## src/verilog/t1c_pkg.sv

```systemverilog
package t1c_pkg;

  // ********************************************
  // Register map and field layout
  // ********************************************
  localparam int          ADDR_W           = 8;
  localparam int          DATA_W           = 8;
  localparam logic [7:0]  ADDR_CONTROL     = 8'h88;
  localparam logic [7:0]  ADDR_MODE        = 8'h89;
  localparam logic [7:0]  ADDR_COUNT_LOW   = 8'h8A;
  localparam logic [7:0]  ADDR_COUNT_HIGH  = 8'h8B;
  localparam logic [7:0]  RESET_CONTROL    = 8'h00;
  localparam logic [7:0]  RESET_MODE       = 8'h00;
  localparam logic [7:0]  RESET_COUNT      = 8'h00;
  localparam int          CTRL_FLAG_BIT    = 7;
  localparam int          CTRL_RUN_BIT     = 6;
  localparam int          MODE_FIELD_LSB   = 4;
  localparam logic [4:0]  PRESCALE_MAX     = 5'h1F;
  localparam logic [7:0]  BYTE_MAX         = 8'hFF;

  // ********************************************
  // Timing
  // ********************************************
  localparam int          CLK_PERIOD_NS    = 4;
  localparam int          PERIPH_DIV       = 12;

  typedef enum logic [1:0] {
    T1C_MODE_13BIT  = 2'b00,
    T1C_MODE_16BIT  = 2'b01,
    T1C_MODE_RELOAD = 2'b10,
    T1C_MODE_HALT   = 2'b11
  } t1c_mode_t;

  typedef struct packed {
    logic      gate_select;
    logic      counter_select;
    t1c_mode_t mode;
  } t1c_mode_field_t;

  typedef struct packed {
    logic              wr;
    logic              rd;
    logic [ADDR_W-1:0] addr;
    logic [DATA_W-1:0] wdata;
  } t1c_bus_req_t;

  typedef struct packed {
    logic split_mode;
    logic split_overflow;
    logic int_ack;
  } t1c_partner_t;

  function automatic t1c_mode_field_t t1c_decode_mode(input logic [7:0] mode_reg);
    t1c_decode_mode = t1c_mode_field_t'(mode_reg[MODE_FIELD_LSB +: 4]);
  endfunction

endpackage

```

## src/verilog/t1c_tick_gen.sv

```systemverilog
module t1c_tick_gen #(
  parameter int DIV = t1c_pkg::PERIPH_DIV
) (
  input  wire logic core_clk,
  input  wire logic sys_rst,
  output logic      tick
);
  import t1c_pkg::*;

  localparam int CW = $clog2(DIV);

  logic [CW-1:0] count;

  // ********************************************
  // Peripheral cycle divider
  // ********************************************
  always_ff @(posedge core_clk or posedge sys_rst) begin
    if (sys_rst) begin
      count <= '0;
    end else if (count == CW'(DIV - 1)) begin
      count <= '0;
    end else begin
      count <= count + 1'b1;
    end
  end

  always_ff @(posedge core_clk or posedge sys_rst) begin
    if (sys_rst) begin
      tick <= 1'b0;
    end else begin
      tick <= (count == CW'(DIV - 1));
    end
  end

endmodule // t1c_tick_gen

```

## src/verilog/t1c_fall_sampler.sv

```systemverilog
module t1c_fall_sampler (
  input  wire logic core_clk,
  input  wire logic sys_rst,
  input  wire logic tick,
  input  wire logic pin,
  output logic      fall
);
  import t1c_pkg::*;

  logic sample_now;

  // ********************************************
  // One sample per peripheral cycle
  // ********************************************
  // Reset low so the first sample after reset never looks like a fall
  always_ff @(posedge core_clk or posedge sys_rst) begin
    if (sys_rst) begin
      sample_now <= 1'b0;
    end else if (tick) begin
      sample_now <= pin;
    end
  end

  // High sample then low sample gives one event, held for a single clock
  always_ff @(posedge core_clk or posedge sys_rst) begin
    if (sys_rst) begin
      fall <= 1'b0;
    end else begin
      fall <= tick & sample_now & ~pin;
    end
  end

endmodule // t1c_fall_sampler

```

## src/verilog/t1c_timer.sv

```systemverilog
module t1c_timer #(
  parameter int PERIPH_DIV = t1c_pkg::PERIPH_DIV
) (
  input  wire logic                 core_clk,
  input  wire logic                 sys_rst,
  input  wire t1c_pkg::t1c_bus_req_t bus_req,
  output logic [t1c_pkg::DATA_W-1:0] bus_rdata,
  input  wire logic                 event_input_pin,
  input  wire logic                 external_gate_pin,
  input  wire t1c_pkg::t1c_partner_t partner,
  output logic                      overflow_flag,
  output logic                      irq_request,
  output logic                      overflow_pulse,
  output logic                      run_to_partner
);
  import t1c_pkg::*;

  // ********************************************
  // Declarations
  // ********************************************
  logic [7:0]      timer_mode_register;
  logic [7:0]      timer_control_register;
  logic [7:0]      count_low_byte;
  logic [7:0]      count_high_byte;
  logic            run_control_bit;
  logic            flag;

  t1c_mode_field_t mode_field;
  logic            periph_tick;
  logic            event_fall;
  logic            count_source;
  logic            gate_open;
  logic            run_effective;
  logic            count_step;

  logic            wr_control;
  logic            wr_mode;
  logic            wr_low;
  logic            wr_high;

  logic [7:0]      next_low;
  logic [7:0]      next_high;
  logic            next_overflow;

  // ********************************************
  // Peripheral cycle and event sampling
  // ********************************************
  t1c_tick_gen #(
    .DIV (PERIPH_DIV)
  ) u_tick (
    .core_clk (core_clk),
    .sys_rst  (sys_rst),
    .tick     (periph_tick)
  );

  t1c_fall_sampler u_fall (
    .core_clk (core_clk),
    .sys_rst  (sys_rst),
    .tick     (periph_tick),
    .pin      (event_input_pin),
    .fall     (event_fall)
  );

  // ********************************************
  // Write decode
  // ********************************************
  always_comb begin
    wr_control = bus_req.wr && (bus_req.addr == ADDR_CONTROL);
    wr_mode    = bus_req.wr && (bus_req.addr == ADDR_MODE);
    wr_low     = bus_req.wr && (bus_req.addr == ADDR_COUNT_LOW);
    wr_high    = bus_req.wr && (bus_req.addr == ADDR_COUNT_HIGH);
  end

  // ********************************************
  // Mode register
  // ********************************************
  // The lower nibble belongs to the other timer; it is kept so that
  // software reads back what it wrote.
  always_ff @(posedge core_clk or posedge sys_rst) begin
    if (sys_rst) begin
      timer_mode_register <= RESET_MODE;
    end else if (wr_mode) begin
      timer_mode_register <= bus_req.wdata;
    end
  end

  assign mode_field = t1c_decode_mode(timer_mode_register);

  // ********************************************
  // Control register
  // ********************************************
  // Bits other than run and flag belong to neighbouring logic and are
  // only stored here.
  always_ff @(posedge core_clk or posedge sys_rst) begin
    if (sys_rst) begin
      timer_control_register <= RESET_CONTROL;
    end else if (wr_control) begin
      timer_control_register <= bus_req.wdata;
    end
  end

  always_ff @(posedge core_clk or posedge sys_rst) begin
    if (sys_rst) begin
      run_control_bit <= 1'b0;
    end else if (wr_control) begin
      run_control_bit <= bus_req.wdata[CTRL_RUN_BIT];
    end
  end

  // ********************************************
  // Count enable
  // ********************************************
  always_comb begin
    // Timer operation counts peripheral cycles, counter operation counts
    // falling edges of the event pin
    count_source = mode_field.counter_select ? event_fall : periph_tick;
    // Gate pin only matters when gating is selected; low pauses counting
    gate_open = ~mode_field.gate_select | external_gate_pin;
    // In split mode the other timer owns the run bit, so this timer
    // free-runs and software stops it by selecting the halt mode
    run_effective = partner.split_mode ? 1'b1 : run_control_bit;
    count_step = count_source & gate_open & run_effective &
                 (mode_field.mode != T1C_MODE_HALT);
  end

  // ********************************************
  // Next count
  // ********************************************
  always_comb begin
    next_low      = count_low_byte;
    next_high     = count_high_byte;
    next_overflow = 1'b0;
    if (count_step) begin
      unique case (mode_field.mode)
        T1C_MODE_13BIT: begin
          // Upper three low bits stay as they are
          next_low[4:0] = count_low_byte[4:0] + 5'h01;
          if (count_low_byte[4:0] == PRESCALE_MAX) begin
            next_high = count_high_byte + 8'h01;
            next_overflow = (count_high_byte == BYTE_MAX);
          end
        end
        T1C_MODE_16BIT: begin
          next_low = count_low_byte + 8'h01;
          if (count_low_byte == BYTE_MAX) begin
            next_high = count_high_byte + 8'h01;
            next_overflow = (count_high_byte == BYTE_MAX);
          end
        end
        T1C_MODE_RELOAD: begin
          if (count_low_byte == BYTE_MAX) begin
            next_low      = count_high_byte;
            next_overflow = 1'b1;
          end else begin
            next_low = count_low_byte + 8'h01;
          end
        end
        T1C_MODE_HALT: begin
          next_low  = count_low_byte;
          next_high = count_high_byte;
        end
      endcase
    end
  end

  // ********************************************
  // Count bytes
  // ********************************************
  // A software write to a count byte wins over a step in the same cycle.
  always_ff @(posedge core_clk or posedge sys_rst) begin
    if (sys_rst) begin
      count_low_byte <= RESET_COUNT;
    end else if (wr_low) begin
      count_low_byte <= bus_req.wdata;
    end else begin
      count_low_byte <= next_low;
    end
  end

  always_ff @(posedge core_clk or posedge sys_rst) begin
    if (sys_rst) begin
      count_high_byte <= RESET_COUNT;
    end else if (wr_high) begin
      count_high_byte <= bus_req.wdata;
    end else begin
      count_high_byte <= next_high;
    end
  end

  // ********************************************
  // Overflow flag
  // ********************************************
  // Set wins over both the software clear and the vectoring clear, so an
  // overflow in the clearing cycle is never lost.
  always_ff @(posedge core_clk or posedge sys_rst) begin
    if (sys_rst) begin
      flag <= 1'b0;
    end else if (partner.split_mode ? partner.split_overflow : next_overflow) begin
      flag <= 1'b1;
    end else if (partner.int_ack) begin
      flag <= 1'b0;
    end else if (wr_control) begin
      flag <= bus_req.wdata[CTRL_FLAG_BIT];
    end
  end

  // ********************************************
  // Outputs
  // ********************************************
  always_ff @(posedge core_clk or posedge sys_rst) begin
    if (sys_rst) begin
      overflow_flag <= 1'b0;
      irq_request   <= 1'b0;
    end else begin
      overflow_flag <= flag;
      irq_request   <= flag;
    end
  end

  // Overflows still clock the serial port while the partner holds the flag
  always_ff @(posedge core_clk or posedge sys_rst) begin
    if (sys_rst) begin
      overflow_pulse <= 1'b0;
    end else begin
      overflow_pulse <= next_overflow;
    end
  end

  always_ff @(posedge core_clk or posedge sys_rst) begin
    if (sys_rst) begin
      run_to_partner <= 1'b0;
    end else begin
      run_to_partner <= run_control_bit;
    end
  end

  // ********************************************
  // Read port
  // ********************************************
  always_ff @(posedge core_clk or posedge sys_rst) begin
    if (sys_rst) begin
      bus_rdata <= 8'h00;
    end else if (bus_req.rd) begin
      unique case (bus_req.addr)
        ADDR_CONTROL: begin
          bus_rdata <= {flag, run_control_bit, timer_control_register[5:0]};
        end
        ADDR_MODE: begin
          bus_rdata <= timer_mode_register;
        end
        ADDR_COUNT_LOW: begin
          bus_rdata <= count_low_byte;
        end
        ADDR_COUNT_HIGH: begin
          bus_rdata <= count_high_byte;
        end
        default: begin
          bus_rdata <= 8'h00;
        end
      endcase
    end else begin
      bus_rdata <= 8'h00;
    end
  end

endmodule // t1c_timer

```

## config.mk

```make
export PLATFORM = sky130hd
export DESIGN_NAME = t1c_timer
export DESIGN_NICKNAME = d
export VERILOG_FILES = /design/src/verilog/t1c_pkg.sv /design/src/verilog/t1c_tick_gen.sv /design/src/verilog/t1c_fall_sampler.sv /design/src/verilog/t1c_timer.sv
export SDC_FILE = /design/constraint.sdc
export NUM_CORES = 1
export LEC_CHECK = 0
export BUFFER_PORTS_ARGS = -buffer_cell sky130_fd_sc_hd__buf_2
export CELL_PAD_IN_SITES_DETAIL_PLACEMENT = 0
export CELL_PAD_IN_SITES_GLOBAL_PLACEMENT = 1
export CORE_UTILIZATION = 49
export DETAILED_ROUTE_END_ITERATION = 16
export MAX_ROUTING_LAYER = met4
export PLACE_DENSITY = 0.82
export SLEW_MARGIN = 10
export SYNTH_ARGS = -nofsm -noshare
export SYNTH_HDL_FRONTEND = slang
export SYNTH_SLANG_ARGS = --single-unit
```

## constraint.sdc

```tcl
create_clock -name core_clk -period 3.3 [get_ports core_clk]
set_input_delay 0.66 -clock core_clk [delete_from_list [all_inputs] [get_ports core_clk]]
set_output_delay 0.66 -clock core_clk [all_outputs]
set_load 0.02 [all_outputs]
```

==> impl_metrics.toml <==
[status]
status = "completed"

[yosys]
synth_top_area_share_pct = 47.0
synth_cells = 232
ys_seq_area_share_pct = 47.0
synth_compound_area_share_pct = 11.2
synth_area_leaders = "dfrtp_1 47%, mux2_2 8.0%, mux4_2 5.9%"
ys.flop_type = "dfrtp_1"
synth-edff-count = 0
ys_types = 51
synthSimpleGateAreaFrac_pct = 17.2
synthArstFlopShare_pct = 100
synth_xor_area_share_pct = 2.63
synth-seq-cells = 50
yosysWarningCount = 0
postSynthAreaPerCell_um2 = 11.5
synth_adder_area_share_pct = 3.76
synth_top_cell_by_area = "dfrtp_1"
syn-num-nets = 265
synth_top_family_by_area = "simple AND/OR/NAND/NOR gates"
syn_area_um2 = 2660
synthMuxAreaShare_pct = 16.1

[timing]
tightest_slew_ns = 1.02
max-slew-margin-rel_pct = 31.8
setup_violations = 0
fin_skew_ns = 0.0125
hold_ws_ns = 0.433
maxSlewViolCount = 0
timing.fmax_mhz = 441
period_share_pct = 68.7
setup_tns_ns = 0
rsz0062_at_grt = "no"
worst_slack_ns = 1.03
hold_violations = 0
min_period_ns = 2.27

[clock_network]
cts_resized = 0
postCtsSetupRepairBufs = 0
clkSlewWorstSetupHoldPaths_ns = 0.10
cts_hold_buf = 0
cts_tree = "done"
cts_sinks = 50
numCtsBuffers = 5
htree_levels = 2
clk_path_buf_depth = 2
cts_root_buf = "clkbuf_8"
worst_skew_pair.late_latency_ns = 0.31

[floorplanning]
rows = 26
core_um2 = 5170
die_h_um = 75.7
num_io_pins = 37
start_util_pct = 51.5
die-area_um2 = 5730
die_w_um = 75.7

[pwr]
power.density_nw_per_um2 = 438
p_leak_nw = 1.41
ir_worst_vdd_v = 0.000187
finalPower_mw = 1.32

[critical_path]
worstSetupPathType = "flip-flop to flip-flop"
slowest_stage = "dfrtp_1"
cpMostUsedCell = "ha_1"
max_stage_delay_ns = 0.46
cp_cell_sequence = "ha_1, nand3_1, inv_1, ha_1, mux2_2, nand4b_1, or4_1, a31oi_1"
end_kind = "flip-flop"
worstPathRequired_ns = 3.53
crit_arrival_ns = 2.50
worstPathMaxFanout = 6
start_kind = "flip-flop"

[grt]
grt.overflow.total = 0
grt_pass1_wl_um = 9630
grt_pass1_vias = 1899
grt_util_all_layers_pct = 24.0
grt_max_degree = 51
antenna_found_initial = 0

[run]
drv_cap = 0

[final_layout]
final_util_pct = 58.3
syn_to_final_growth_pct = 13.3
fin_nets = 303
layout-drive-gt1-share_pct = 29.2
fillers = 442
diodes = 0

[routing]
viasPerCell = 5.90
wl_per_cell_um = 17.2
postRouteAntennaNets = 0
initialDrtViolationCount = 183
wirelength_um = 5870
dr.pass1.iters = 4
num_vias = 2012
drc = 0

[hold_path]
hp-class = "flip-flop to flip-flop"

[place]
dp_slack_ns = 0.972
io_buffers = 36
dp_hpwl_um = 4260
place_congestion = 0.949
## critical path: cells and delay by family, from the launching register on
| family | cells | cell delay (ns) |
|---|---|---|
| buf+inv | 1 | 0.18 |
| mux | 1 | 0.22 |
| fa+ha+maj | 2 | 0.42 |
| flops | 1 | 0.46 |
| simple gates | 3 | 0.71 |
| compound gates | 1 | 0.20 |
## state kept, by name (all words and copies together), names as in the netlist
signal                  cells
irq_request                 1
count_low_byte              8
flag                        1
bus_rdata                   8
timer_mode_register         8
u_fall.sample_now           1
u_tick.count                4
run_to_partner              1
overflow_pulse              1
count_high_byte             8
run_control_bit             1
timer_control_register      6
u_fall.fall                 1
u_tick.tick                 1
## layout by cell type (no fill, tap or decap), types with 6 or more instances in the layout
| cell type | synthesis | layout |
|---|---|---|
| buf_2 | 3 | 36 |
| ha_1 | 8 | 8 |
| o21ai_0 | 13 | 13 |
| xor2_1 | 7 | 7 |
| nand3_1 | 8 | 8 |
| dfrtp_1 | 50 | 50 |
| mux2_2 | 19 | 19 |
| nand2_1 | 14 | 14 |
| a21oi_1 | 11 | 11 |
| nor2_1 | 18 | 18 |
| nor2b_1 | 10 | 10 |
| inv_1 | 7 | 6 |
| mux4_2 | 7 | 7 |
## cells in the mapped netlist, types with 2 or more instances
cell,count
nor2b_1,10
o211ai_1,2
a31oi_1,3
nand3b_1,2
nand2_1,14
mux2_2,19
mux4_2,7
nand4_1,5
and4_1,2
ha_1,8
nor3_1,3
xor2_1,7
dfrtp_1,50
nand3_1,8
a221oi_1,5
inv_1,7
mux2i_1,3
a21oi_1,11
and3_1,2
buf_2,3
o21ai_0,13
o211a_1,2
nor2_1,18
## where the power goes
part           internal, mW  total [mW]  switching, mW
Combinational        0.0866       0.176         0.0894
Sequential            0.652       0.713         0.0607
Clock                 0.226       0.433          0.207
## cells by family (layout without fill, tap and decap cells)
family,count (synthesis),count (layout)
and+or+nand+nor,78,78
DFF,50,50
AOI/OAI and AO/OA,45,45
muxes,30,30
buffers and inverters,13,52
adders and majority gates,8,8
xor gates and xnor gates,8,8
## final timing paths
kind	depth (start not counted)	slack, ns	to	from
max reg2reg	8	1.03	count_high_byte[5]	count_low_byte[0]
min reg2reg	0	0.43	irq_request	flag
max	8	1.03	count_high_byte[5]	count_low_byte[0]
min	0	0.43	irq_request	flag
max in group asynchronous	2	2.08	count_high_byte[4]	sys_rst
min in group asynchronous	2	0.59	count_high_byte[6]	sys_rst
## through the flow
step	area [um^2]	std cells
floorplan	2660	232
global placement	2910	333
detailed placement	2910	333
CTS	3020	341
global route	3020	341
finish	3020	341
## layer usage
metal  track usage [%]  vias to the layer above  wire (um)
li1                  -                      934          -
met1              33.9                      999       2720
met2              35.3                       69       2710
met3              4.37                       10        329
met4              7.20                        0        103
met5                 -                        -          0
## area by class of cell
type	count	area, um^2	share of cell area [%]
timing repair buffer	37	188	6.22
sequential	50	1250	41.5
inverter	7	26.3	0.871
tap	70	87.6	2.90
clock buffer	6	72.6	2.40
multi-input combinational	169	1360	44.9
clock inverter	2	37.5	1.24
Power figures use the tool's default switching activity.
